[config.mk]
export PLATFORM = sky130hd
export DESIGN_NAME = mmfi_top
export DESIGN_NICKNAME = d
export VERILOG_FILES = /design/src/mmfi_pkg.sv /design/src/mmfi_top.sv
export VERILOG_INCLUDE_DIRS = /design/src
export SDC_FILE = /design/constraint.sdc
export NUM_CORES = 1
export LEC_CHECK = 0
export BUFFER_PORTS_ARGS = -buffer_cell sky130_fd_sc_hd__buf_4
export CORE_AREA = 2 2 90 92
export CTS_BUF_LIST = sky130_fd_sc_hd__clkbuf_4 sky130_fd_sc_hd__clkbuf_8
export DETAILED_ROUTE_END_ITERATION = 8
export DIE_AREA = 0 0 92 94
export GPL_TIMING_DRIVEN = 0
export PLACE_DENSITY = 0.63
export SETUP_SLACK_MARGIN = 0.05
export SLEW_MARGIN = 20
export SYNTH_ARGS = -nofsm -noshare
export SYNTH_HDL_FRONTEND = slang
export SYNTH_SLANG_ARGS = --single-unit
[constraint.sdc]
create_clock -name CLK -period 5.6 [get_ports CLK]
set_clock_uncertainty 0.2 [all_clocks]
set_input_delay 1.12 -clock CLK [delete_from_list [all_inputs] [get_ports CLK]]
set_output_delay 1.12 -clock CLK [all_outputs]
set_load 0.1 [all_outputs]
[src/mmfi_defs.svh]
`ifndef MMFI_DEFS_SVH
`define MMFI_DEFS_SVH
// Notes on behaviour
// management init state ends at most 2000 ms after power-on or reset release; after module reset the code takes up to one clock longer.
// host holds module reset low at least 10 us to force a reset.
// interrupt output goes low within 200 ms of an interrupting condition.
// reading flags clears them; interrupt releases within 500 us after that read.
// receive loss sets its flag and pulls interrupt low within 100 ms.
// any flag condition sets its flag and pulls interrupt low within 200 ms.
// setting a mask bit stops its flag driving the interrupt within 100 ms.
// clearing a mask bit lets its flag drive the interrupt again within 100 ms.
// fully functional within 2 s of power-on when low power not requested.
// management bus answers within 2 s of power-on.
// within 2 s of power-on clear data-not-ready and pull interrupt low.
// fully functional within 2 s after module reset rising edge; the code takes up to one clock longer, leaving the held state first.
// dual low-power / transmit-disable pin changes role within 100 ms.
// low-power pin released high drops consumption to class 1 within 100 ms.
// low-power pin pulled low restores full function within 300 ms.
// dual interrupt / receive-loss output changes role within 100 ms.
// transmitter fault sets its flag and pulls interrupt low within 200 ms.
// power override or power set written 1 drops to class 1 within 100 ms.
// power override and power set cleared restore full function within 300 ms.
// interrupt stays low while any unmasked flag is set.

////////////////////////////////////////////////////////////////////////////////
// timing
`define MMFI_CLK_HZ 50000000
`define MMFI_INIT_MS 2000
`define MMFI_INIT_CYC ((`MMFI_INIT_MS * (`MMFI_CLK_HZ / 1000)) - 1)

////////////////////////////////////////////////////////////////////////////////
// register indices
`define MMFI_ADDR_STATUS 8'h02
`define MMFI_ADDR_FLAGS 8'h03
`define MMFI_ADDR_MASK 8'h04
`define MMFI_ADDR_CONTROL 8'h05
`define MMFI_ADDR_LIVE 8'h06

// status bits
`define MMFI_ST_NOT_READY 0
`define MMFI_ST_LOW_POWER 1
`define MMFI_ST_INT_ACTIVE 2
`define MMFI_ST_IN_INIT 3

// flag and mask bits
`define MMFI_FL_RX_LOSS 0
`define MMFI_FL_TX_FAULT 1
`define MMFI_FL_AUX 2
`define MMFI_FL_INIT_DONE 3
`define MMFI_FL_W 4

// control bits
`define MMFI_CT_PWR_OVERRIDE 0
`define MMFI_CT_PWR_SET 1
`define MMFI_CT_PIN_TRANSMIT_DISABLE_PIN 2
`define MMFI_CT_OUT_RXLOS 3
`define MMFI_CT_W 4

// reset values
`define MMFI_RST_MASK 4'h0
`define MMFI_RST_CONTROL 4'h0
`define MMFI_CNT_W 32
`endif

[src/mmfi_pkg.sv]
`include "mmfi_defs.svh"
package mmfi_pkg;
  typedef enum logic [1:0] {
    MMFI_HELD,
    MMFI_INIT,
    MMFI_READY
  } mmfi_state_e;

  typedef struct packed {
    mmfi_state_e st;
    logic [`MMFI_CNT_W-1:0] cnt;
    logic [`MMFI_FL_W-1:0] flags;
    logic [`MMFI_FL_W-1:0] mask;
    logic [`MMFI_CT_W-1:0] ctrl;
    logic not_ready;
    logic [7:0] rdata;
    logic int_n;
    logic low_power;
    logic full_func;
    logic tx_disable;
    logic mgmt_ready;
  } mmfi_regs_s;
endpackage

[src/mmfi_top.sv]
// The implementer's own choices: the address-and-strobe port and the address map.
`timescale 1ns/1ps
`include "mmfi_defs.svh"
module mmfi_top #(
  parameter int INIT_CYCLES = `MMFI_INIT_CYC
) (
  input wire logic CLK,
  input wire logic NRST,
  input wire logic MODULE_RESET_N,
  input wire logic LOW_POWER_REQUEST,
  input wire logic RX_LOSS,
  input wire logic TX_FAULT,
  input wire logic AUX_FAULT,
  input wire logic [7:0] ADDR,
  input wire logic [7:0] WDATA,
  input wire logic WR,
  input wire logic RD,
  output logic [7:0] RDATA,
  output logic MODULE_INTERRUPT_N,
  output logic LOW_POWER_ACTIVE,
  output logic FULLY_FUNCTIONAL,
  output logic TRANSMIT_DISABLE,
  output logic MGMT_READY
);

  //////////////////////////////////////////////////////////////////////////////
  mmfi_pkg::mmfi_regs_s r;
  mmfi_pkg::mmfi_regs_s next_r;
  logic [`MMFI_FL_W-1:0] events;
  logic [`MMFI_FL_W-1:0] next_pending;
  logic low_power_now;
  logic init_end;

  function automatic logic hit(input logic [7:0] a, input logic [7:0] idx);
    hit = (a == idx);
  endfunction

  //////////////////////////////////////////////////////////////////////////////
  always_comb begin
    next_r = r;
    next_r.rdata = 8'h00;
    init_end = 1'b0;
    // conditions are level: a flag re-sets while its cause persists
    events = {1'b0, AUX_FAULT, TX_FAULT, RX_LOSS};
    case (r.st)
      mmfi_pkg::MMFI_HELD: begin
        next_r.cnt = '0;
        if (MODULE_RESET_N) begin
          next_r.st = mmfi_pkg::MMFI_INIT;
        end
      end
      mmfi_pkg::MMFI_INIT: begin
        // fixed length init uses the whole 2 s budget, with no margin to spare
        if (r.cnt >= INIT_CYCLES[`MMFI_CNT_W-1:0]) begin
          next_r.st = mmfi_pkg::MMFI_READY;
          init_end = 1'b1;
        end else begin
          next_r.cnt = r.cnt + `MMFI_CNT_W'(1);
        end
      end
      mmfi_pkg::MMFI_READY: begin
        next_r.cnt = '0;
      end
      default: begin
        next_r.st = mmfi_pkg::MMFI_HELD;
      end
    endcase
    events[`MMFI_FL_INIT_DONE] = init_end;
    if (init_end) begin
      next_r.not_ready = 1'b0;
    end

    if (WR) begin
      if (hit(ADDR, `MMFI_ADDR_MASK)) begin
        next_r.mask = WDATA[`MMFI_FL_W-1:0];
      end
      if (hit(ADDR, `MMFI_ADDR_CONTROL)) begin
        next_r.ctrl = WDATA[`MMFI_CT_W-1:0];
      end
    end

    // set wins over the clear of a read in the same cycle
    next_r.flags = r.flags | events;
    if (RD) begin
      if (hit(ADDR, `MMFI_ADDR_STATUS)) begin
        next_r.rdata = {4'h0, (r.st == mmfi_pkg::MMFI_INIT), ~r.int_n,
                        r.low_power, r.not_ready};
      end else if (hit(ADDR, `MMFI_ADDR_FLAGS)) begin
        next_r.rdata = {4'h0, r.flags};
        next_r.flags = (r.flags & ~r.flags) | events;
      end else if (hit(ADDR, `MMFI_ADDR_MASK)) begin
        next_r.rdata = {4'h0, r.mask};
      end else if (hit(ADDR, `MMFI_ADDR_CONTROL)) begin
        next_r.rdata = {4'h0, r.ctrl};
      end else if (hit(ADDR, `MMFI_ADDR_LIVE)) begin
        next_r.rdata = {4'h0, 1'b0, AUX_FAULT, TX_FAULT, RX_LOSS};
      end else begin
        next_r.rdata = 8'h00;
      end
    end

    // module reset pin holds state, flags, mask and control at reset and restarts init on release
    if (!MODULE_RESET_N) begin
      next_r.st = mmfi_pkg::MMFI_HELD;
      next_r.cnt = '0;
      next_r.flags = '0;
      next_r.mask = `MMFI_RST_MASK;
      next_r.ctrl = `MMFI_RST_CONTROL;
      next_r.not_ready = 1'b1;
    end

    next_pending = next_r.flags & ~next_r.mask;
    // pin and output roles follow the control bits on the next edge
    if (next_r.ctrl[`MMFI_CT_OUT_RXLOS]) begin
      next_r.int_n = ~RX_LOSS;
    end else begin
      next_r.int_n = ~(|next_pending);
    end

    low_power_now = next_r.ctrl[`MMFI_CT_PWR_OVERRIDE] | next_r.ctrl[`MMFI_CT_PWR_SET];
    if (!next_r.ctrl[`MMFI_CT_PIN_TRANSMIT_DISABLE_PIN]) begin
      low_power_now = low_power_now | LOW_POWER_REQUEST;
      next_r.tx_disable = 1'b0;
    end else begin
      next_r.tx_disable = LOW_POWER_REQUEST;
    end
    next_r.low_power = low_power_now;
    next_r.full_func = (next_r.st == mmfi_pkg::MMFI_READY) & ~low_power_now;
    // management side answers whenever the module is not held in reset
    next_r.mgmt_ready = MODULE_RESET_N;
  end

  //////////////////////////////////////////////////////////////////////////////
  always_ff @(posedge CLK) begin
    if (!NRST) begin
      r.st <= mmfi_pkg::MMFI_INIT;
      r.cnt <= '0;
      r.flags <= '0;
      r.mask <= `MMFI_RST_MASK;
      r.ctrl <= `MMFI_RST_CONTROL;
      r.not_ready <= 1'b1;
      r.rdata <= 8'h00;
      r.int_n <= 1'b1;
      r.low_power <= 1'b0;
      r.full_func <= 1'b0;
      r.tx_disable <= 1'b0;
      r.mgmt_ready <= 1'b0;
    end else begin
      r <= next_r;
    end
  end

  assign RDATA = r.rdata;
  assign MODULE_INTERRUPT_N = r.int_n;
  assign LOW_POWER_ACTIVE = r.low_power;
  assign FULLY_FUNCTIONAL = r.full_func;
  assign TRANSMIT_DISABLE = r.tx_disable;
  assign MGMT_READY = r.mgmt_ready;

endmodule // mmfi_top

==> flow_summary.toml, run 1 <==
[placement]
gp_congestion = 0.815
portBuffers = 29
numPlacedInstances = 440
dp_hpwl_um = 4240

[route]
wl_per_cell_um = 12.7
ant_nets = 0
drc_errors = 0
dr.pass1.iters = 4
num_vias = 2252
via_per_inst = 5.03
routed_wl_um = 5710
dr.first_iter.drc_count = 82

[worst_setup_path]
r2r_slack_ns = 2.93
cp_data_required_time_ns = 5.63
r2r-start = "r[26]$_SDFFE_PN0P_"
start_kind = "primary input"
slowest_delay_ns = 0.57
path_max_fanout = 5
worstPathArrival_ns = 2.95
slowest_stage = "or4b_1"
r2r-end = "r[52]$_SDFFE_PN0P_"
end_kind = "flip-flop"
reg2regPathDepth = 9
path_class = "in2reg"
path_cells = "buf_4, or4b_1, nor3_2, nand2_1, a21oi_1, o22ai_1, o31ai_1"

[timing]
maxSlewHeadroom = 0.657
finalCriticalPeriod_ns = 2.92
rsz0062_at_grt = "false"
fin_crit_sh = 0.521
slew_viol_final = 0
hold_viol = 0
timing.fmax_mhz = 342
setup_viol = 0
tns_ns = 0
worst_slew_pin_slew_ns = 0.514

[floorplan]
die_h_um = 94
die_area_um2 = 8650
die_w_um = 92
start_util = 0.345
placementRows = 32
io_pins = 38
fp.coreArea_um2 = 7610

[global_route]
grt_pass1_wl_um = 9800
grt_pass1_vias = 2098
overflow = 0
grt_usage = 0.140
grt_max_degree = 18
grt_antenna_before_repair = 0

[clock_tree]
cts_max_path_buffers = 2
tritoncts = "yes"
numCtsBuffers = 5
clock_latency_ns = 0.31
h-tree-depth = 2
cts_post_setup_buffers_inserted = 0
cts_resized = 0
ctsHoldBuffers = 0
path_clk_slew_ns = 0.10
root_buffer = "clkbuf_8"
cts.sinks = 56

[min_path]
whs_path_depth = 2
hold_path_class = "reg2reg"
min_to = "r[13]$_SDFFE_PN1N_"
hp-start = "r[13]$_SDFFE_PN1N_"

[finish]
regArea_um2 = 1120
nNetsFinal = 371
synthToLayoutAreaGrowth_pct = 18.0
nFillCells = 787
multi_input_area_um2 = 1380
instances_no_fill = 448
drive_gt1_frac = 0.176
diodes = 0

[synth]
synth_edf_count = 0
synth.distinct_cells = 47
ys_async_sr_fraction = 0
synth-seq-cells = 56
syn_area_um2 = 2630
seq_area_frac_synth = 0.427
syn_inst = 306
synth-main-ff-cell = "dfxtp_1"
syn_avg_cell_area_um2 = 8.59
ys_warn_count = 0

[outcome]
outcome = "finished clean"

[power]
irDropWorstVdd_uv = 127
leakage_nw = 1.12
total_power_uw = 734
power_density_nw_per_um2 = 237

[job]
drv_cap = 0
layout by cell type, fill, tap and decap left out, types with 3 or more instances in the layout:
| master | n |
|---|---|
| clkbuf_1 | 6 |
| o21ai_0 | 3 |
| o21ai_1 | 9 |
| nand2_1 | 32 |
| o31ai_1 | 6 |
| buf_4 | 37 |
| inv_1 | 6 |
| nor3_1 | 8 |
| a22oi_1 | 8 |
| nand3_1 | 15 |
| or3_1 | 7 |
| and3_1 | 5 |
| clkbuf_8 | 5 |
| mux2i_1 | 3 |
| or4_1 | 7 |
| nor4_1 | 4 |
| and2_1 | 10 |
| nor2_1 | 31 |
| xnor2_1 | 14 |
| dfxtp_1 | 56 |
| conb_1 | 4 |
| and4_1 | 3 |
| nand4_1 | 5 |
| a21oi_1 | 27 |
report_power, final:
part | internal [mW] | switching [mW] | leakage, nW
Sequential | 0.401 | 0.00244 | 0.453
Combinational | 0.0186 | 0.0385 | 0.605
Clock | 0.140 | 0.133 | 0.0592
Total | 0.560 | 0.174 | 1.12
per-stage QoR:
step | area [µm²] | util | setup WS [ns] | hold WS (ns)
6_report | 3100 | 0.407 | 2.68 | 0.259
5_1_grt | 3100 | 0.407 | 2.52 | 0.304
4_1_cts | 3100 | 0.407 | 2.67 | 0.258
3_5_place_dp | 2980 | 0.392 | 2.35 | 0.241
3_3_place_gp | 2980 | 0.392 | 2.34 | 0.238
2_1_floorplan | 2640 | - | 2.66 | 0.219
flip-flops by register name, indices dropped and copies added (netlist names):
| name | count |
|---|---|
| FULLY_FUNCTIONAL | 1 |
| LOW_POWER_ACTIVE | 1 |
| MGMT_READY | 1 |
| MODULE_INTERRUPT_N | 1 |
| RDATA | 4 |
| TRANSMIT_DISABLE | 1 |
| r | 47 |
kinds of logic (layout without fill, tap and decap cells):
kind of cell,after synthesis,after routing,share of synthesized area
DFF,56,56,0.427
muxes,5,5,0.0200
buffers and inverters,24,61,0.0524
other,1,4,0.00143
AOI/OAI and AO/OA,64,64,0.159
xor gates and xnor gates,14,14,0.0467
adders and majority gates,1,1,0.00476
and+or+nand+nor,141,141,0.290
worst max-delay path by stage:
stage | startpoint | end | slack, ns | cells past startpoint
5_1_grt | ADDR[3] | MODULE_INTERRUPT_N$_SDFF_PN1_ | 2.52 | 7
6_report | ADDR[3] | MODULE_INTERRUPT_N$_SDFF_PN1_ | 2.68 | 7
3_3_place_gp | ADDR[3] | MODULE_INTERRUPT_N$_SDFF_PN1_ | 2.34 | 7
3_5_place_dp | ADDR[3] | MODULE_INTERRUPT_N$_SDFF_PN1_ | 2.35 | 7
4_1_cts | ADDR[3] | MODULE_INTERRUPT_N$_SDFF_PN1_ | 2.67 | 7
2_1_floorplan | ADDR[3] | MODULE_INTERRUPT_N$_SDFF_PN1_ | 2.66 | 6
cell type report:
class                      instances  area share
buffer                            18      0.0371
clock buffer                       6      0.0246
clock inverter                     2      0.0125
inverter                           6     0.00727
multi-input combinational        229       0.445
sequential                        56       0.362
tap                              102      0.0412
timing repair buffer              29      0.0702
Yosys cell counts (8+ instances only):
cell,count,area (µm²)
a21oi_1,27,135
a22oi_1,8,60.1
and2_1,10,62.6
buf_4,8,60.1
dfxtp_1,56,1120
nand2_1,32,120
nand3_1,15,75.1
nor2_1,31,116
nor3_1,8,40.0
o21ai_1,9,45.0
xnor2_1,14,123
metal layers:
metal | vias to the layer above | part of all wire | global-route usage
met5 | - | 0 | 0
met3 | 2 | 0.050 | 0.0369
li1 | 1171 | - | -
met2 | 47 | 0.46 | 0.241
met4 | 0 | 0.0047 | 0.0299
met1 | 1032 | 0.48 | 0.177
worst max-delay path, delay by kind of cell:
kind / cells / cell delay [ns]
AOI/OAI and AO/OA: 3 / 0.60
buffers and inverters: 1 / 0.11
and+or+nand+nor: 3 / 1.10
No activity file was read; power rests on OpenSTA's default activity.
==> inputs of run 2 (changes only) <==
Settings changed: ABC_AREA set to 1, CORE_AREA 2 2 90 92 to 2 2 99 101, DIE_AREA 0 0 92 94 to 0 0 101 103, PLACE_DENSITY 0.63 to 0.65.
Clock period 5.6 ns to 2.4 ns, I/O delays scaled along.
==> run 2 against run 1 <==
- via count increased by 43%
- combinational power increased to 2.9 times the previous value
- power is 140% higher
- register-to-register slack got worse by 2.7 ns
- global-route usage rose by 1.6 points
- sequential share of layout area decreased by 5.8 points
- cell area grew 19%
- critical path type is now reg2reg
- hold slack worse by 0.11 ns
- critical path depth up 4
- sequential power is 130% higher
- clock power is 140% higher
- sequential cell count did not move
==> flow_summary.toml, run 2 <==
[outcome]
outcome = "finished clean"

[placement]
gp_congestion = 1.04
dp_hpwl_um = 6210
portBuffers = 28
place_area_um2 = 3580

[synth]
synth_top_area_cell = "dfxtp_1"
seq_area_frac_synth = 0.349
ys_warn_count = 0
synth_area_leaders = "dfxtp_1 (35%), nand2_1 (17%), nor2_1 (10%)"
syn_area_um2 = 3210
yosysTopAreaCellShare = 0.349
netlist_top_cells_count = "nand2_1 (148), nor2_1 (86), nand3_1 (61), dfxtp_1 (56), inv_1 (46)"
syn_avg_cell_area_um2 = 6.30
ys_async_sr_fraction = 0
synth-seq-cells = 56
yosysMostFrequentCell = "nand2_1"
synth.distinct_cells = 30
syn_inst = 510
synth_edf_count = 0
synth-main-ff-cell = "dfxtp_1"

[power]
p_comb_frac = 0.095
leakage_nw = 1.42
net-switching-power_uw = 458
irDropWorstVdd_uv = 216
power_density_nw_per_um2 = 475
sw_frac_of_total = 0.261
p_clk_frac = 0.369
total_power_mw = 1.76
power_frac_seq = 0.536
internal-power_mw = 1.30

[finish]
drive_gt1_frac = 0.133
layout_common_cells = "nand2_1 (148), nor2_1 (86), nand3_1 (61), dfxtp_1 (55), inv_1 (46)"
nNetsFinal = 574
regArea_um2 = 1120
largest_register_ffs = 47
final_common_cell = "nand2_1"
diodes = 0
top_register = "r"
fin_util = 0.391
synthToLayoutAreaGrowth_pct = 15.1
design_area_um2 = 3700
nFillCells = 1015
multi_input_area_um2 = 1780

[worst_setup_path]
reg2regPathDepth = 11
path_cells = "ha_2, nand3_2, inv_2, nand2_1, nand2_1, nand3_2, nand3_4, nand2_4, buf_2, nand2_1, a21oi_1"
slowest_delay_ns = 0.38
r2r_slack_ns = 0.28
path_common_cell = "nand2_1"
start_kind = "flip-flop"
worstPathArrival_ns = 2.12
cp_data_required_time_ns = 2.40
end_kind = "flip-flop"
slowest_stage = "dfxtp_1"
path_class = "reg2reg"
path_max_fanout = 10

[timing]
tns_ns = 0
worst_slew_pin_slew_ns = 0.588
hold_viol = 0
finalCriticalPeriod_ns = 2.12
rsz0062_at_grt = "false"
slew_viol_final = 0
maxSlewHeadroom = 0.608
fin_crit_sh = 0.885
timing.fmax_mhz = 471
setup_viol = 0

[route]
drc_errors = 0
dr.first_iter.drc_count = 155
routed_wl_um = 8030
num_vias = 3225
via_per_inst = 4.86
dr.pass1.iters = 5
wl_per_cell_um = 12.1
ant_nets = 0

[min_path]
hold_path_class = "in2reg"
whs_path_depth = 2

[clock_tree]
cts_post_setup_buffers_inserted = 0
cts.sinks = 56
tritoncts = "yes"
root_buffer = "clkbuf_8"
path_clk_slew_ns = 0.11
clock_latency_ns = 0.32
cts_max_path_buffers = 2
numCtsBuffers = 5
h-tree-depth = 2

[floorplan]
die_h_um = 103
fp.coreArea_um2 = 9460
placementRows = 36
die_w_um = 101
io_pins = 38
die_area_um2 = 10400
start_util = 0.340

[global_route]
grt_pass1_wl_um = 13000
overflow = 0
grt_usage = 0.156
grt_pass1_vias = 2792
grt_max_degree = 19
grt_antenna_before_repair = 0

[job]
drv_cap = 0
==> run 2: changes by cell type in the layout (fill, tap and decap cells not counted), sizes merged, moves of 10 or more <==
cell,delta
inv,+40
nor2,+60
nand3,+53
nand2,+117
xnor2,-11
a21oi,+10
==> run 2: layer usage <==
metal / vias to the layer above / GRT usage / share of wire / wire length, µm
li1: 1685 / - / - / -
met1: 1449 / 0.209 / 0.47 / 3810
met2: 80 / 0.262 / 0.47 / 3770
met3: 11 / 0.0231 / 0.041 / 329
met4: 0 / 0.0437 / 0.014 / 114
met5: - / 0 / 0 / 0
==> run 2: worst paths after layout <==
kind	endpoint	start
worst max register to register	r[40]$_SDFFE_PN0P_	r[27]$_SDFFE_PN0P_
worst min register to register	r[56]$_SDFFE_PN0P_	r[56]$_SDFFE_PN0P_
worst max-delay path	r[40]$_SDFFE_PN0P_	r[27]$_SDFFE_PN0P_
worst min-delay path	r[58]$_SDFF_PN1_	NRST
==> run 2: worst max-delay path, delay by kind of cell (launching register included) <==
| family | cells | cell delay [ns] |
|---|---|---|
| and+or+nand+nor | 7 | 0.79 |
| adders and majority gates | 1 | 0.25 |
| AOI/OAI and AO/OA | 1 | 0.06 |
| DFF | 1 | 0.38 |
| buffers and inverters | 2 | 0.34 |
==> run 2: area by class of cell <==
cell class | instances | share of cell area
Buffer | 23 | 0.0386
Inverter | 48 | 0.0487
Clock buffer | 5 | 0.0186
Tap cell | 114 | 0.0386
Multi-Input combinational cell | 386 | 0.482
Timing Repair Buffer | 28 | 0.0569
Clock inverter | 3 | 0.0129
Sequential cell | 56 | 0.304
==> run 2: kinds of logic after synthesis <==
group,Yosys count,synth area share
compound gates,51,0.0818
xor+xnor,9,0.0245
fa+ha+maj,1,0.00389
buf+inv,71,0.100
flops,56,0.349
other cells,1,0.00117
simple gates,321,0.439
==> run 2: metrics by stage <==
stage	setup slack [ns]	instances	hold slack, ns
after floorplan	0.549	513	0.219
after global placement	0.246	655	0.241
after detailed placement	0.202	655	0.247
after CTS	0.187	663	0.143
after global routing	0.102	663	0.136
final	0.277	663	0.149
==> run 2: power groups by stage <==
stage                     Clock [mW]  Sequential, mW  Combinational, mW
after global routing           0.706           0.943              0.181
after CTS                      0.667           0.942              0.167
after global placement             0           0.963              0.165
after floorplan                    0           0.984             0.0920
final                          0.648           0.942              0.167
after detailed placement           0           0.963              0.166
==> run 2: timing repair <==
item	in CTS	in global routing
hold buffers	0	0
hold endpoints to repair	0	0
resized for setup	0	2
setup endpoints to repair	0	17
